==> config.mk <==
export PLATFORM = sky130hd
export DESIGN_NAME = sdh_cmd_path
export DESIGN_NICKNAME = d
export VERILOG_FILES = /design/src/sdh_pkg.sv /design/src/sdh_cmd_path.sv
export SDC_FILE = /design/constraint.sdc
export NUM_CORES = 1
export LEC_CHECK = 0
export CORE_UTILIZATION = 45
export DETAILED_ROUTE_END_ITERATION = 16
export DONT_BUFFER_PORTS = 1
export PLACE_DENSITY_LB_ADDON = 0.25
export RECOVER_POWER = 25
export SLEW_MARGIN = 30
export SYNTH_ARGS = -nofsm -noshare
export SYNTH_HDL_FRONTEND = slang
export SYNTH_SLANG_ARGS = --single-unit
==> constraint.sdc <==
create_clock -name core_clk_i -period 22.2 [get_ports core_clk_i]
set_input_delay 2.22 -clock core_clk_i [delete_from_list [all_inputs] [get_ports core_clk_i]]
set_output_delay 2.22 -clock core_clk_i [all_outputs]
set_load 0.05 [all_outputs]
==> src/sdh_pkg.sv <==
`default_nettype none
package sdh_pkg;
  // ***********************
  // register byte addresses
  // ***********************
  localparam logic [31:0] OFS_CLK_DIV  = 32'h4600_0004;
  localparam logic [31:0] OFS_ARG      = 32'h4600_0008;
  localparam logic [31:0] OFS_CTL      = 32'h4600_000c;
  localparam logic [31:0] OFS_STA      = 32'h4600_0010;
  localparam logic [31:0] OFS_RSP0     = 32'h4600_0014;
  localparam logic [31:0] OFS_RSP1     = 32'h4600_0018;
  localparam logic [31:0] OFS_RSP2     = 32'h4600_001c;
  localparam logic [31:0] OFS_RSP3     = 32'h4600_0020;
  localparam logic [31:0] OFS_TIMER    = 32'h4600_0024;
  localparam logic [31:0] OFS_BLEN     = 32'h4600_0028;
  // ***********************
  // field positions
  // ***********************
  localparam int CTL_ABORT    = 12;
  localparam int CTL_CARRIES_TRANSFER_SELECT = 11;
  localparam int CTL_LONG     = 10;
  localparam int CTL_WAIT     = 9;
  localparam int CTL_GO       = 8;
  localparam int STA_CRC      = 12;
  localparam int STA_SENT     = 11;
  localparam int STA_TOUT     = 10;
  localparam int STA_FIN      = 9;
  localparam int STA_ACTIVE   = 8;
  // ***********************
  // reset values and counts
  // ***********************
  localparam logic [7:0]  CLK_DIV_RESET    = 8'h01;
  localparam logic [22:0] TIMEOUT_RESET    = 23'h10000;
  localparam logic [6:0]  REPLY_WAIT_CLKS  = 7'h40;
  localparam logic [7:0]  CMD_FRAME_BITS   = 8'h30;
  localparam logic [7:0]  SHORT_REPLY_BITS = 8'h30;
  localparam logic [7:0]  LONG_REPLY_BITS  = 8'h88;
  localparam logic [7:0]  SHORT_CRC_END    = 8'h28;
  localparam logic [7:0]  LONG_CRC_START   = 8'h08;
  localparam logic [7:0]  LONG_CRC_END     = 8'h80;
  // ***********************
  // types
  // ***********************
  typedef enum logic [1:0] {CS_IDLE, CS_SEND, CS_WAIT, CS_RECV} sdh_cmd_state_e;
  typedef struct packed {
    logic [31:0] addr;
    logic [31:0] wdata;
    logic        wr;
    logic        rd;
  } sdh_bus_req_s;
  typedef struct packed {
    logic abort;
    logic with_data;
  } sdh_cmd_attr_s;
endpackage
`default_nettype wire

==> src/sdh_cmd_path.sv <==
// The plain strobed port was left to the implementer.
`default_nettype none
// What this block does
// - card clock is core clock divided by prescale plus one; prescale resets to one.
// - 32-bit argument register, reset zero, sent with next command.
// - abort-type bit marks the issued command as an abort command.
// - with-data bit marks the issued command as carrying a transfer.
// - long-reply bit selects a 136-bit reply instead of 48-bit.
// - reply is awaited only when expect-reply bit is one.
// - writing one to command_go while idle starts a command; bit clears itself.
// - 8-bit command number field heads the transmitted frame.
// - reply checksum failure sets a sticky flag.
// - end of command transmission sets command-done flag.
// - no reply start within 64 card clocks sets timeout flag.
// - fully received reply sets reply-complete flag.
// - writing one clears a status flag; zero leaves it.
// - read-only active bit is one while command line is busy.
// - reply number captured as 8 bits: start bits plus 6-bit index.
// - word 0 holds status 39:8 short, 127:96 long.
// - word 1 top byte holds checksum byte short, status 95:88 long.
// - long reply fills word 1 low bits 87:64 and word 2 63:32.
// - long reply fills word 3 with remaining 32 bits.
// - 23-bit transfer timeout period held for the data path.
// - 12-bit block length used in block mode, ignored in stream mode.
module sdh_cmd_path (
  input  wire logic                 core_clk_i,
  input  wire logic                 rst_i,
  input  wire logic                 ce_i,
  input  wire sdh_pkg::sdh_bus_req_s bus_i,
  output logic [31:0]               rdata_o,
  output logic                      card_serial_clock_o,
  input  wire logic                 cmd_i,
  output logic                      cmd_o,
  output logic                      cmd_oe_o,
  input  wire logic                 block_mode_i,
  output logic [11:0]               block_length_bytes_o,
  output logic [22:0]               transfer_timeout_count_o,
  output sdh_pkg::sdh_cmd_attr_s    cmd_attr_o,
  output logic                      command_line_active_o
);
  import sdh_pkg::*;

  // ***********************
  // state
  // ***********************
  typedef struct packed {
    logic [7:0]     pre;
    logic [31:0]    arg;
    logic           abort;
    logic           with_data;
    logic           long_sel;
    logic           wait_sel;
    logic           go;
    logic [7:0]     idx;
    logic           f_crc;
    logic           f_sent;
    logic           f_tout;
    logic           f_fin;
    logic [7:0]     rnum;
    logic [31:0]    rsp0;
    logic [31:0]    rsp1;
    logic [31:0]    rsp2;
    logic [31:0]    rsp3;
    logic [22:0]    dtimer;
    logic [11:0]    blen;
    logic [11:0]    blen_out;
    logic [7:0]     div_cnt;
    logic           sclk;
    sdh_cmd_state_e fsm;
    logic [47:0]    frame;
    logic [7:0]     bits;
    logic [135:0]   rx;
    logic [7:0]     rxi;
    logic           rx_long;
    logic [6:0]     crc;
    logic [6:0]     tcnt;
    logic           pin_o;
    logic           pin_oe;
    sdh_cmd_attr_s  attr;
    logic [31:0]    rdata;
  } sdh_state_s;

  sdh_state_s s;
  sdh_state_s next_s;

  // ***********************
  // functions
  // ***********************
  // checksum polynomial x^7 + x^3 + 1, one bit at a time
  function automatic logic [6:0] crc7_step(input logic [6:0] c, input logic b);
    logic       fb;
    logic [6:0] r;
    fb   = b ^ c[6];
    r    = {c[5:0], fb};
    r[3] = c[2] ^ fb;
    return r;
  endfunction

  function automatic logic [6:0] crc7_of40(input logic [39:0] v);
    logic [6:0] c;
    c = 7'h00;
    for (int i = 39; i >= 0; i--) begin
      c = crc7_step(c, v[i]);
    end
    return c;
  endfunction

  function automatic logic [31:0] flag_bits(input sdh_state_s t);
    logic [31:0] r;
    r             = 32'h0000_0000;
    r[STA_CRC]    = t.f_crc;
    r[STA_SENT]   = t.f_sent;
    r[STA_TOUT]   = t.f_tout;
    r[STA_FIN]    = t.f_fin;
    r[STA_ACTIVE] = (t.fsm != CS_IDLE);
    r[7:0]        = t.rnum;
    return r;
  endfunction

  // ***********************
  // next state
  // ***********************
  always_comb begin
    logic         rise;
    logic         fall;
    logic [7:0]   cnt_n;
    logic [135:0] rxv;
    logic         in_crc;
    logic [7:0]   total;
    logic [31:0]  ctl_rd;
    rise   = 1'b0;
    fall   = 1'b0;
    cnt_n  = 8'h00;
    rxv    = '0;
    in_crc = 1'b0;
    total  = 8'h00;
    ctl_rd = 32'h0000_0000;
    next_s = s;

    // divider: high for the first half of each pre+1 period
    rise  = (s.div_cnt == s.pre);
    fall  = (s.div_cnt == (s.pre >> 1));
    cnt_n = rise ? 8'h00 : s.div_cnt + 8'h01;
    next_s.div_cnt = cnt_n;
    next_s.sclk    = (cnt_n <= (s.pre >> 1));

    // register reads, data stands in the next cycle only
    ctl_rd[CTL_ABORT]    = s.abort;
    ctl_rd[CTL_CARRIES_TRANSFER_SELECT] = s.with_data;
    ctl_rd[CTL_LONG]     = s.long_sel;
    ctl_rd[CTL_WAIT]     = s.wait_sel;
    ctl_rd[CTL_GO]       = s.go;
    ctl_rd[7:0]          = s.idx;
    next_s.rdata = 32'h0000_0000;
    if (bus_i.rd) begin
      unique case (bus_i.addr)
        OFS_CLK_DIV: next_s.rdata = {24'h00_0000, s.pre};
        OFS_ARG:     next_s.rdata = s.arg;
        OFS_CTL:     next_s.rdata = ctl_rd;
        OFS_STA:     next_s.rdata = flag_bits(s);
        OFS_RSP0:    next_s.rdata = s.rsp0;
        OFS_RSP1:    next_s.rdata = s.rsp1;
        OFS_RSP2:    next_s.rdata = s.rsp2;
        OFS_RSP3:    next_s.rdata = s.rsp3;
        OFS_TIMER:   next_s.rdata = {9'h000, s.dtimer};
        OFS_BLEN:    next_s.rdata = {20'h0_0000, s.blen};
        default:     next_s.rdata = 32'h0000_0000;
      endcase
    end

    // register writes
    if (bus_i.wr) begin
      unique case (bus_i.addr)
        OFS_CLK_DIV: next_s.pre = bus_i.wdata[7:0];
        OFS_ARG:     next_s.arg = bus_i.wdata;
        OFS_CTL: begin
          next_s.abort     = bus_i.wdata[CTL_ABORT];
          next_s.with_data = bus_i.wdata[CTL_CARRIES_TRANSFER_SELECT];
          next_s.long_sel  = bus_i.wdata[CTL_LONG];
          next_s.wait_sel  = bus_i.wdata[CTL_WAIT];
          next_s.idx       = bus_i.wdata[7:0];
          // a start while busy is dropped, not queued
          if (s.fsm == CS_IDLE) begin
            next_s.go = bus_i.wdata[CTL_GO];
          end
        end
        OFS_STA: begin
          // write one clears; hardware sets below win
          if (bus_i.wdata[STA_CRC]) next_s.f_crc = 1'b0;
          if (bus_i.wdata[STA_SENT]) next_s.f_sent = 1'b0;
          if (bus_i.wdata[STA_TOUT]) next_s.f_tout = 1'b0;
          if (bus_i.wdata[STA_FIN]) next_s.f_fin = 1'b0;
        end
        OFS_TIMER:   next_s.dtimer = bus_i.wdata[22:0];
        OFS_BLEN:    next_s.blen = bus_i.wdata[11:0];
        default: ;
      endcase
    end

    // stream mode hides the block length from the data path
    next_s.blen_out = block_mode_i ? s.blen : 12'h000;

    // command sequencer
    unique case (s.fsm)
      CS_IDLE: begin
        if (s.go) begin
          next_s.go    = 1'b0;
          next_s.frame = {s.idx, s.arg, crc7_of40({s.idx, s.arg}), 1'b1};
          next_s.bits  = CMD_FRAME_BITS;
          next_s.attr.abort     = s.abort;
          next_s.attr.with_data = s.with_data;
          next_s.rx_long = s.long_sel;
          next_s.fsm   = CS_SEND;
        end
      end
      CS_SEND: begin
        // new bit on each falling card clock edge
        if (fall) begin
          if (s.bits != 8'h00) begin
            next_s.pin_o  = s.frame[47];
            next_s.pin_oe = 1'b1;
            next_s.frame  = {s.frame[46:0], 1'b0};
            next_s.bits   = s.bits - 8'h01;
          end else begin
            next_s.pin_o  = 1'b1;
            next_s.pin_oe = 1'b0;
            next_s.f_sent = 1'b1;
            next_s.tcnt   = 7'h00;
            next_s.fsm    = s.wait_sel ? CS_WAIT : CS_IDLE;
          end
        end
      end
      CS_WAIT: begin
        if (rise) begin
          if (!cmd_i) begin
            // start bit seen; it counts toward a short checksum
            next_s.rxi = 8'h01;
            next_s.rx  = '0;
            next_s.crc = s.rx_long ? 7'h00 : crc7_step(7'h00, 1'b0);
            next_s.fsm = CS_RECV;
          end else if (s.tcnt == REPLY_WAIT_CLKS - 7'h01) begin
            next_s.f_tout = 1'b1;
            next_s.fsm    = CS_IDLE;
          end else begin
            next_s.tcnt = s.tcnt + 7'h01;
          end
        end
      end
      CS_RECV: begin
        if (rise) begin
          total  = s.rx_long ? LONG_REPLY_BITS : SHORT_REPLY_BITS;
          rxv    = {s.rx[134:0], cmd_i};
          in_crc = s.rx_long ? (s.rxi >= LONG_CRC_START && s.rxi < LONG_CRC_END)
                             : (s.rxi < SHORT_CRC_END);
          next_s.rx  = rxv;
          next_s.rxi = s.rxi + 8'h01;
          if (in_crc) begin
            next_s.crc = crc7_step(s.crc, cmd_i);
          end
          if (s.rxi == total - 8'h01) begin
            next_s.fsm   = CS_IDLE;
            next_s.f_fin = 1'b1;
            if (s.crc != rxv[7:1]) begin
              next_s.f_crc = 1'b1;
            end
            if (s.rx_long) begin
              next_s.rnum = rxv[135:128];
              next_s.rsp0 = rxv[127:96];
              next_s.rsp1 = rxv[95:64];
              next_s.rsp2 = rxv[63:32];
              next_s.rsp3 = rxv[31:0];
            end else begin
              next_s.rnum = rxv[47:40];
              next_s.rsp0 = rxv[39:8];
              next_s.rsp1 = {rxv[7:0], 24'h00_0000};
              next_s.rsp2 = 32'h0000_0000;
              next_s.rsp3 = 32'h0000_0000;
            end
          end
        end
      end
    endcase
  end

  // ***********************
  // registers
  // ***********************
  always_ff @(posedge core_clk_i or posedge rst_i) begin
    if (rst_i) begin
      s        <= '0;
      s.pre    <= CLK_DIV_RESET;
      s.dtimer <= TIMEOUT_RESET;
      s.sclk   <= 1'b1;
      s.pin_o  <= 1'b1;
    end else if (ce_i) begin
      s <= next_s;
    end
  end

  // ***********************
  // outputs
  // ***********************
  assign rdata_o                  = s.rdata;
  assign card_serial_clock_o      = s.sclk;
  assign cmd_o                    = s.pin_o;
  assign cmd_oe_o                 = s.pin_oe;
  assign block_length_bytes_o     = s.blen_out;
  assign transfer_timeout_count_o = s.dtimer;
  assign cmd_attr_o               = s.attr;
  assign command_line_active_o    = (s.fsm != CS_IDLE);

endmodule
`default_nettype wire

==> results of run 1 <==
## cells in the final DEF (no fill, tap or decap), types with 24 or more instances in the layout
cell type,count
nand2_1,695
nor2_1,68
mux2_2,88
a31oi_1,47
clkbuf_1,27
nand3_1,237
clkbuf_16,52
a22oi_1,30
a222oi_1,41
dfrtp_1,496
mux2i_1,51
xor2_1,24
o21ai_0,115
inv_1,67
xnor2_1,39
## power groups by stage
stage | Clock [mW] | Sequential, mW | Combinational, mW
5_1_grt | 0.915 | 0.935 | 0.109
3_3_place_gp | 0 | 0.950 | 0.0936
2_1_floorplan | 0 | 0.946 | 0.0775
3_5_place_dp | 0 | 0.951 | 0.0956
4_1_cts | 0.884 | 0.934 | 0.0964
6_report | 0.868 | 0.935 | 0.0954
## flip-flops by register name, indices dropped and copies added, names as in the netlist
register / flops
cmd_o: 1
s: 429
rdata_o: 32
card_serial_clock_o: 1
block_length_bytes_o: 12
transfer_timeout_count_o: 23
cmd_attr_o: 2
cmd_oe_o: 1
## area by class of cell
class	count	area share (%)
Multi-Input combinational cell	1662	38.4
Clock buffer	88	6.17
Tap cell	680	3.35
Inverter	69	1.02
Timing Repair Buffer	32	1.25
Sequential cell	501	49.4
Clock inverter	6	0.434
## routing by layer
metal / global-route usage, % / vias to the layer above / routed length [um]
li1: - / 8087 / -
met1: 34.4 / 8873 / 29200
met2: 39.1 / 493 / 30700
met3: 4.06 / 87 / 3790
met4: 7.20 / 0 / 1480
met5: 0 / - / 0
## worst paths after layout
check	cells after the start	endpoint	slack, ns	from
setup reg to reg	9	s[113]	16.40	s[500]
hold reg to reg	2	s[366]	0.47	s[366]
hold / removal	2	s[366]	0.47	s[366]
setup / recovery	2	s[50]	13.64	rst_i
min in group asynchronous	1	block_length_bytes_o[5]	2.97	rst_i
max in group core_clk_i	6	s[200]	16.17	ce_i
## kinds of logic after synthesis
family | after synthesis | share of synthesized area [%]
compound gates | 328 | 9.37
xor+xnor | 87 | 4.62
fa+ha+maj | 13 | 0.688
buf+inv | 309 | 6.08
flops | 501 | 53.0
mux | 140 | 6.40
simple gates | 1094 | 19.8
## stage by stage
step	power [mW]	cells	setup slack, ns
floorplan	1.02	2472	6.00
global placement	1.04	2940	16.88
detailed placement	1.05	2942	16.85
CTS	1.91	3036	17.48
global route	1.96	3038	12.34
finish	1.90	3038	13.64
## synth_stat cells, types with 13 or more instances
cell,instances,area share (%)
nor4_1,16,0.42
nand2_1,696,11
xor2_1,24,0.89
mux2_2,88,4.2
ha_1,13,0.69
a21oi_1,13,0.28
a31oi_1,47,1.2
xnor3_1,19,1.8
and3_1,13,0.34
xnor2_1,39,1.4
o22ai_1,23,0.61
mux2i_1,51,2.2
clkbuf_1,158,2.5
nand3_1,237,5.0
dfrtp_1,497,53
a222oi_1,41,1.7
a22oi_1,30,0.95
inv_1,67,1.1
o21ai_0,115,2.4
nor2_1,69,1.1
buf_4,69,2.2
==> flow_summary.json, run 1 <==
{
  "status": "finished, violations left",
  "violations": "max-capacitance violations, max-slew violations",
  "grt_start_max_net_pins": 186,
  "setup_tns_ns": 0,
  "clkSlewWorstSetupHoldPaths_ns": 0.06,
  "report.final.slew_viol_count": 404,
  "cts_buffer_depth": 3,
  "syn-num-nets": 2556,
  "hold_violations": 0,
  "first_pass_iters": 7,
  "holdWs_ns": 0.466,
  "cts_made_buffers": 52,
  "die_w_um": 231,
  "async_reset_ff_share_pct": 100,
  "relSlewSlack_pct": -227,
  "critical_path.max_fanout": 107,
  "hp-class": "flop to flop",
  "ios": 144,
  "clockPowerShare_pct": 45.7,
  "utilization_pct": 49.2,
  "drt-wirelength-per-cell_um": 21.5,
  "tightest_slew_ns": 4.88,
  "drive_gt1_share_pct": 9.16,
  "cts_root_buffer": "clkbuf_16",
  "seqPwrFrac_pct": 49.2,
  "vias_per_cell": 5.77,
  "n_fill_cell": 4689,
  "skew_ns": 0.0192,
  "synthCells": 2472,
  "vias": 17500,
  "cp_num_buf_inv": 2,
  "period_share_pct": 38.5,
  "area_growth_syn_to_layout_pct": 7.41,
  "worstPathRequired_ns": 21.50,
  "grt_overflow": 0,
  "hpwl_um": 43200,
  "post_cts_resized": 0,
  "crit_path_max_incr_delay_ns": 2.80,
  "clock-sinks": 501,
  "slowest_stage": "clkbuf_1",
  "drt_wl_total_um": 65200,
  "cp_top_family": "buffers and inverters",
  "grt_antenna_before_repair": 1,
  "p_per_area_nw_per_um2": 74.8,
  "post_dp_cell_area_um2": 23700,
  "drtIter0Drc": 1832,
  "endpoint_kind": "async pin",
  "holdBufCountCts": 0,
  "p_sw_mw": 0.439,
  "cts.htree.levels": 2,
  "postSynthAreaPerCell_um2": 9.56,
  "port_buffers": 0,
  "core_area_um2": 51600,
  "nets": 2402,
  "yosys_warnings": 0,
  "multi_input_area_um2": 9750,
  "seq_area_frac_synth_pct": 53.0,
  "syn_area_um2": 23600,
  "combPwrFrac_pct": 5.0,
  "ir_worst_vdd_mv": 0.0540,
  "critPathKind": "input pin to async pin",
  "fmax_mhz": 117,
  "post-cts-setup-buffers": 0,
  "drcViolationCount": 0,
  "drtAntennaViolNets": 0,
  "cell_internal_pwr_mw": 1.46,
  "initial_core_util_pct": 45.8,
  "track_usage_pct": 24.5,
  "critPathLaunchType": "input pin",
  "setup_violations": 0,
  "p_sw_share_pct": 23.1,
  "clk-insertion-delay-late_ns": 0.61,
  "synth_edf_count": 0,
  "num_antenna_cells": 0,
  "regArea_um2": 12500,
  "grt_pass1_vias": 17100,
  "path_cells": "clkinvlp_2 -> clkbuf_1",
  "rsz0062_at_grt": "no",
  "stdcell_area_um2": 25400,
  "die_h_um": 231,
  "ys.flop_type": "dfrtp_1",
  "period_needed_ns": 8.56,
  "dieArea_um2": 53500,
  "cap_violations": 5,
  "place_congestion": 0.897,
  "p_leak_nw": 12.0,
  "grt_first_pass_wirelength_um": 102000,
  "cts_tree": "built",
  "crit_arrival_ns": 7.86,
  "ys_types": 66,
  "rows": 83,
  "synth_seq_cells": 501
}
Power figures use the tool's default switching activity.
==> inputs of run 2 (changes only) <==
==> constraint.sdc (replaced) <==
create_clock -name core_clk_i -period 7.2 [get_ports core_clk_i]
set_input_delay 0.72 -clock core_clk_i [delete_from_list [all_inputs] [get_ports core_clk_i]]
set_output_delay 0.72 -clock core_clk_i [all_outputs]
set_load 0.05 [all_outputs]
==> run 2 against run 1 <==
Compared with the run above:
- the flow still finishes with violations (max-capacitance violations, max-slew violations)
- sequential share of layout area shrank 0.11 points
- cell count is 0.16% lower
- sequential cell count is the same
- clock skew down 0.0030 ns
- global-route usage barely moved
- largest power group unchanged
- highest routed layer unchanged
==> flow_summary.json, run 2 (synthesis results as in run 1) <==
{
  "p_leak_nw": 12.1,
  "setup_tns_ns": 0,
  "crit_path_frequent_cell": "buf_16",
  "multi_input_area_um2": 9770,
  "place_congestion": 0.978,
  "first_pass_iters": 8,
  "clk-insertion-delay-late_ns": 0.61,
  "stdcell_area_um2": 25500,
  "grt_start_max_net_pins": 188,
  "largest_reg_flops": 429,
  "post_cts_resized": 0,
  "nets": 2398,
  "skew_ns": 0.0162,
  "post-cts-setup-buffers": 0,
  "critical_path.max_fanout": 116,
  "cts_made_buffers": 52,
  "area_growth_syn_to_layout_pct": 7.65,
  "initial_core_util_pct": 45.8,
  "dieArea_um2": 53500,
  "cell_internal_pwr_mw": 4.57,
  "largest-register": "s",
  "drt_wl_total_um": 65000,
  "vias_per_cell": 5.80,
  "drcViolationCount": 0,
  "p_sw_mw": 1.35,
  "drtIter0Drc": 1845,
  "drt-wirelength-per-cell_um": 21.4,
  "combPwrFrac_pct": 5.0,
  "worstPathRequired_ns": 7.89,
  "critPathLaunchType": "input pin",
  "p_sw_share_pct": 22.8,
  "rsz0062_at_grt": "no",
  "die_h_um": 231,
  "cts_root_buffer": "clkbuf_16",
  "critPathKind": "input pin to async pin",
  "utilization_pct": 49.3,
  "slowest_stage": "clkbuf_1",
  "path_cells": "clkinvlp_2 -> clkbuf_1 -> buf_16 -> buf_12 -> buf_16",
  "stdcell_count": 3033,
  "clockPowerShare_pct": 46.3,
  "clkSlewWorstSetupHoldPaths_ns": 0.06,
  "power_mw": 5.92,
  "ir_worst_vdd_mv": 0.149,
  "violations": "max-capacitance violations, max-slew violations",
  "mostFrequentLayoutCell": "nand2_1",
  "grt_pass1_vias": 17000,
  "grt_antenna_before_repair": 0,
  "die_w_um": 231,
  "cts_tree": "built",
  "dp.cells": 2938,
  "clock-sinks": 501,
  "endpoint_kind": "async pin",
  "p_per_area_nw_per_um2": 232,
  "drtAntennaViolNets": 0,
  "track_usage_pct": 24.5,
  "grt_first_pass_wirelength_um": 102000,
  "hp-class": "input pin to flop",
  "vias": 17600,
  "setup_ws_ns": 2.85,
  "hpwl_um": 42800,
  "port_buffers": 0,
  "core_area_um2": 51600,
  "grt_overflow": 0,
  "holdBufCountCts": 0,
  "crit_path_max_incr_delay_ns": 2.79,
  "setup_violations": 0,
  "regArea_um2": 12500,
  "relSlewSlack_pct": -167,
  "crit_arrival_ns": 5.04,
  "report.final.slew_viol_count": 133,
  "cts.htree.levels": 2,
  "holdWs_ns": 0.198,
  "cap_violations": 2,
  "num_antenna_cells": 0,
  "fmax_mhz": 230,
  "period_needed_ns": 4.35,
  "n_fill_cell": 4664,
  "period_share_pct": 60.5,
  "tightest_slew_ns": 4.00,
  "drive_gt1_share_pct": 9.56,
  "post_dp_cell_area_um2": 23700,
  "cts_buffer_depth": 3,
  "final_cell_mix": "nand2_1 (694), dfrtp_1 (496), nand3_1 (237), o21ai_0 (114), mux2_2 (88)",
  "pre_cts_slack_ns": 3.24,
  "status": "finished, violations left",
  "seqPwrFrac_pct": 48.7,
  "ios": 144,
  "rows": 83,
  "hold_violations": 0
}
[run 2: changes by cell type in the layout (fill, tap and decap cells not counted), moves of 2 or more]
cell	before	now
buf_4	20	17
bufinv_16	2	4
clkbuf_1	27	17
clkinv_2	1	7
and2_0	3	1
[run 2: area by class of cell]
cell class	instances	area share (%)
Multi-Input combinational cell	1662	38.4
Inverter	69	1.02
Timing Repair Buffer	28	1.19
Tap cell	680	3.34
Clock inverter	13	0.678
Sequential cell	501	49.3
Clock buffer	80	6.08
[run 2: power by group through the flow]
stage               Combinational [mW]  Clock, mW  Sequential (mW)
finish                           0.298       2.74             2.88
global route                     0.334       2.90             2.88
CTS                              0.296       2.78             2.88
detailed placement               0.294          0             2.93
global placement                 0.287          0             2.93
floorplan                        0.239          0             2.92
[run 2: routing by layer]
metal | track usage (%) | up-vias | wire length (um)
met3 | 4.64 | 113 | 4380
met5 | 0 | - | 0
met1 | 34.2 | 8866 | 28300
met4 | 6.06 | 0 | 1450
met2 | 39.3 | 560 | 30800
li1 | - | 8067 | -
[run 2: worst paths after layout]
check                      slack [ns]  cells past startpoint                   to  startpoint
max                              2.85                      5                s[83]       rst_i
min                              0.20                      1  card_serial_clock_o        ce_i
max reg2reg                      3.36                      9               s[178]      s[494]
min reg2reg                      0.46                      2               s[325]      s[325]
max in group core_clk_i          3.36                      9               s[178]      s[494]
min in group asynchronous        1.27                      2             cmd_oe_o       rst_i
[run 2: worst max-delay path: cells and delay by family]
| family | cells | cell delay, ns |
|---|---|---|
| buf+inv | 5 | 4.06 |
==> inputs of run 3 (changes only) <==
==> constraint.sdc (replaced) <==
create_clock -name core_clk_i -period 3.6 [get_ports core_clk_i]
set_input_delay 0.36 -clock core_clk_i [delete_from_list [all_inputs] [get_ports core_clk_i]]
set_output_delay 0.36 -clock core_clk_i [all_outputs]
set_load 0.05 [all_outputs]
==> run 3 against run 2 <==
Compared with the run above:
- the flow still finishes with violations (max-capacitance violations, max-slew violations)
- clock skew rose by 0.0014 ns
- core utilization grew 0.84 points
- sequential share of layout area decreased by 0.82 points
- via count is 1.4% higher
- count of clock-buffer cells in the layout increased by 7
- critical path type is now flop to flop
==> flow_summary.json, run 3 (synthesis results as in run 1) <==
{
  "cts_made_buffers": 52,
  "multi_input_area_um2": 9760,
  "clk-insertion-delay-late_ns": 0.61,
  "grt_pass1_vias": 17700,
  "hold_violations": 0,
  "drtIter0Drc": 1931,
  "track_usage_pct": 25.1,
  "core_area_um2": 51600,
  "final_cell_mix": "nand2_1 (695), dfrtp_1 (496), nand3_1 (237), o21ai_0 (114), mux2_2 (88)",
  "hpwl_um": 44000,
  "rsz0062_at_grt": "no",
  "drt-wirelength-per-cell_um": 21.4,
  "holdBufCountCts": 35,
  "grt_overflow": 0,
  "cts_root_buffer": "clkbuf_16",
  "p_per_area_nw_per_um2": 453,
  "utilization_pct": 50.1,
  "worstPathRequired_ns": 4.08,
  "skew_ns": 0.0176,
  "ios": 144,
  "setup_ws_ns": 0.758,
  "rows": 83,
  "clock-sinks": 501,
  "violations": "max-capacitance violations, max-slew violations",
  "cap_violations": 1,
  "fmax_mhz": 352,
  "regArea_um2": 12500,
  "initial_core_util_pct": 45.8,
  "cts.htree.levels": 2,
  "post-cts-setup-buffers": 0,
  "first_pass_iters": 9,
  "grt_start_max_net_pins": 187,
  "cts_tree": "built",
  "critPathKind": "flop to flop",
  "mostFrequentLayoutCell": "nand2_1",
  "crit_arrival_ns": 3.32,
  "status": "finished, violations left",
  "endpoint_kind": "flop",
  "die_h_um": 231,
  "dieArea_um2": 53500,
  "cts_buffer_depth": 3,
  "holdWs_ns": 0.0675,
  "setup_violations": 0,
  "drive_gt1_share_pct": 9.61,
  "nets": 2448,
  "pre_cts_slack_ns": 0.739,
  "n_fill_cell": 4683,
  "period_needed_ns": 2.84,
  "area_growth_syn_to_layout_pct": 9.48,
  "ir_worst_vdd_mv": 0.338,
  "tightest_slew_ns": 1.62,
  "critical_path.max_fanout": 5,
  "vias": 17800,
  "place_congestion": 0.942,
  "clkSlewWorstSetupHoldPaths_ns": 0.06,
  "relSlewSlack_pct": -7.80,
  "largest-register": "s",
  "hp-class": "input pin to flop",
  "report.final.slew_viol_count": 65,
  "post_cts_resized": 0,
  "grt_antenna_before_repair": 5,
  "drtAntennaViolNets": 0,
  "period_share_pct": 78.9,
  "grt_first_pass_wirelength_um": 104000,
  "critPathLaunchType": "flop",
  "die_w_um": 231,
  "port_buffers": 0,
  "drt_wl_total_um": 66200,
  "largest_reg_flops": 429,
  "vias_per_cell": 5.78,
  "p_leak_nw": 12.2,
  "drcViolationCount": 0
}
[run 3: cell types whose count changed in the layout (fill, tap and decap cells not counted), sizes merged]
| cell | before | now |
|---|---|---|
| dlygate4sd3 | 0 | 34 |
| buf | 26 | 38 |
| clkbuf | 82 | 93 |
| diode | 0 | 5 |
| clkinv | 8 | 4 |
| bufinv | 4 | 2 |
| inv | 69 | 68 |
[run 3: area by class of cell]
cell class	instances	share of cell area (%)
Sequential cell	501	48.5
Multi-Input combinational cell	1662	37.7
Clock buffer	87	5.97
Tap cell	680	3.29
Timing Repair Buffer	78	3.12
Inverter	69	1.01
Clock inverter	6	0.396
Antenna cell	5	0.0483
[run 3: report_power, final]
part | total (mW) | internal (mW) | switching [mW]
logic | 0.665 | 0.250 | 0.415
clock network | 5.30 | 3.05 | 2.25
registers | 5.76 | 5.68 | 0.0820
[run 3: final timing paths]
kind / end / slack [ns] / start / cells past startpoint
setup / recovery: s[207] / 0.76 / s[455] / 7
hold / removal: cmd_o / 0.07 / ce_i / 2
setup reg to reg: s[207] / 0.76 / s[455] / 7
hold reg to reg: s[389] / 0.46 / s[389] / 2
max in group asynchronous: s[396] / 0.97 / rst_i / 3
min in group asynchronous: s[258] / 0.48 / rst_i / 2
[run 3: through the flow]
step / total power [mW] / cell area (um^2) / setup TNS, ns / instances
after floorplan: 6.31 / 23600 / -1773.57 / 2472
after global placement: 6.45 / 23900 / 0 / 2955
after detailed placement: 6.46 / 23900 / 0 / 2955
after CTS: 11.8 / 25900 / 0 / 3083
after global routing: 12.1 / 25900 / 0 / 3085
final: 11.7 / 25900 / 0 / 3088
[run 3: worst max-delay path, stage by stage, from the launching register on]
cell      delay [ns]
dfrtp_1         0.52
xnor3_1         0.45
xnor2_2         0.24
xnor3_1         0.47
xnor2_1         0.33
xnor3_1         0.46
o211ai_1        0.15
o21ai_0         0.10
[run 3: per-layer routing]
metal | up-vias | global-route usage (%) | routed length, um
met4 | 2 | 7.84 | 1830
met3 | 117 | 6.04 | 5040
li1 | 8149 | - | -
met5 | - | 0 | 13
met1 | 8994 | 33.3 | 27800
met2 | 585 | 40.6 | 31500
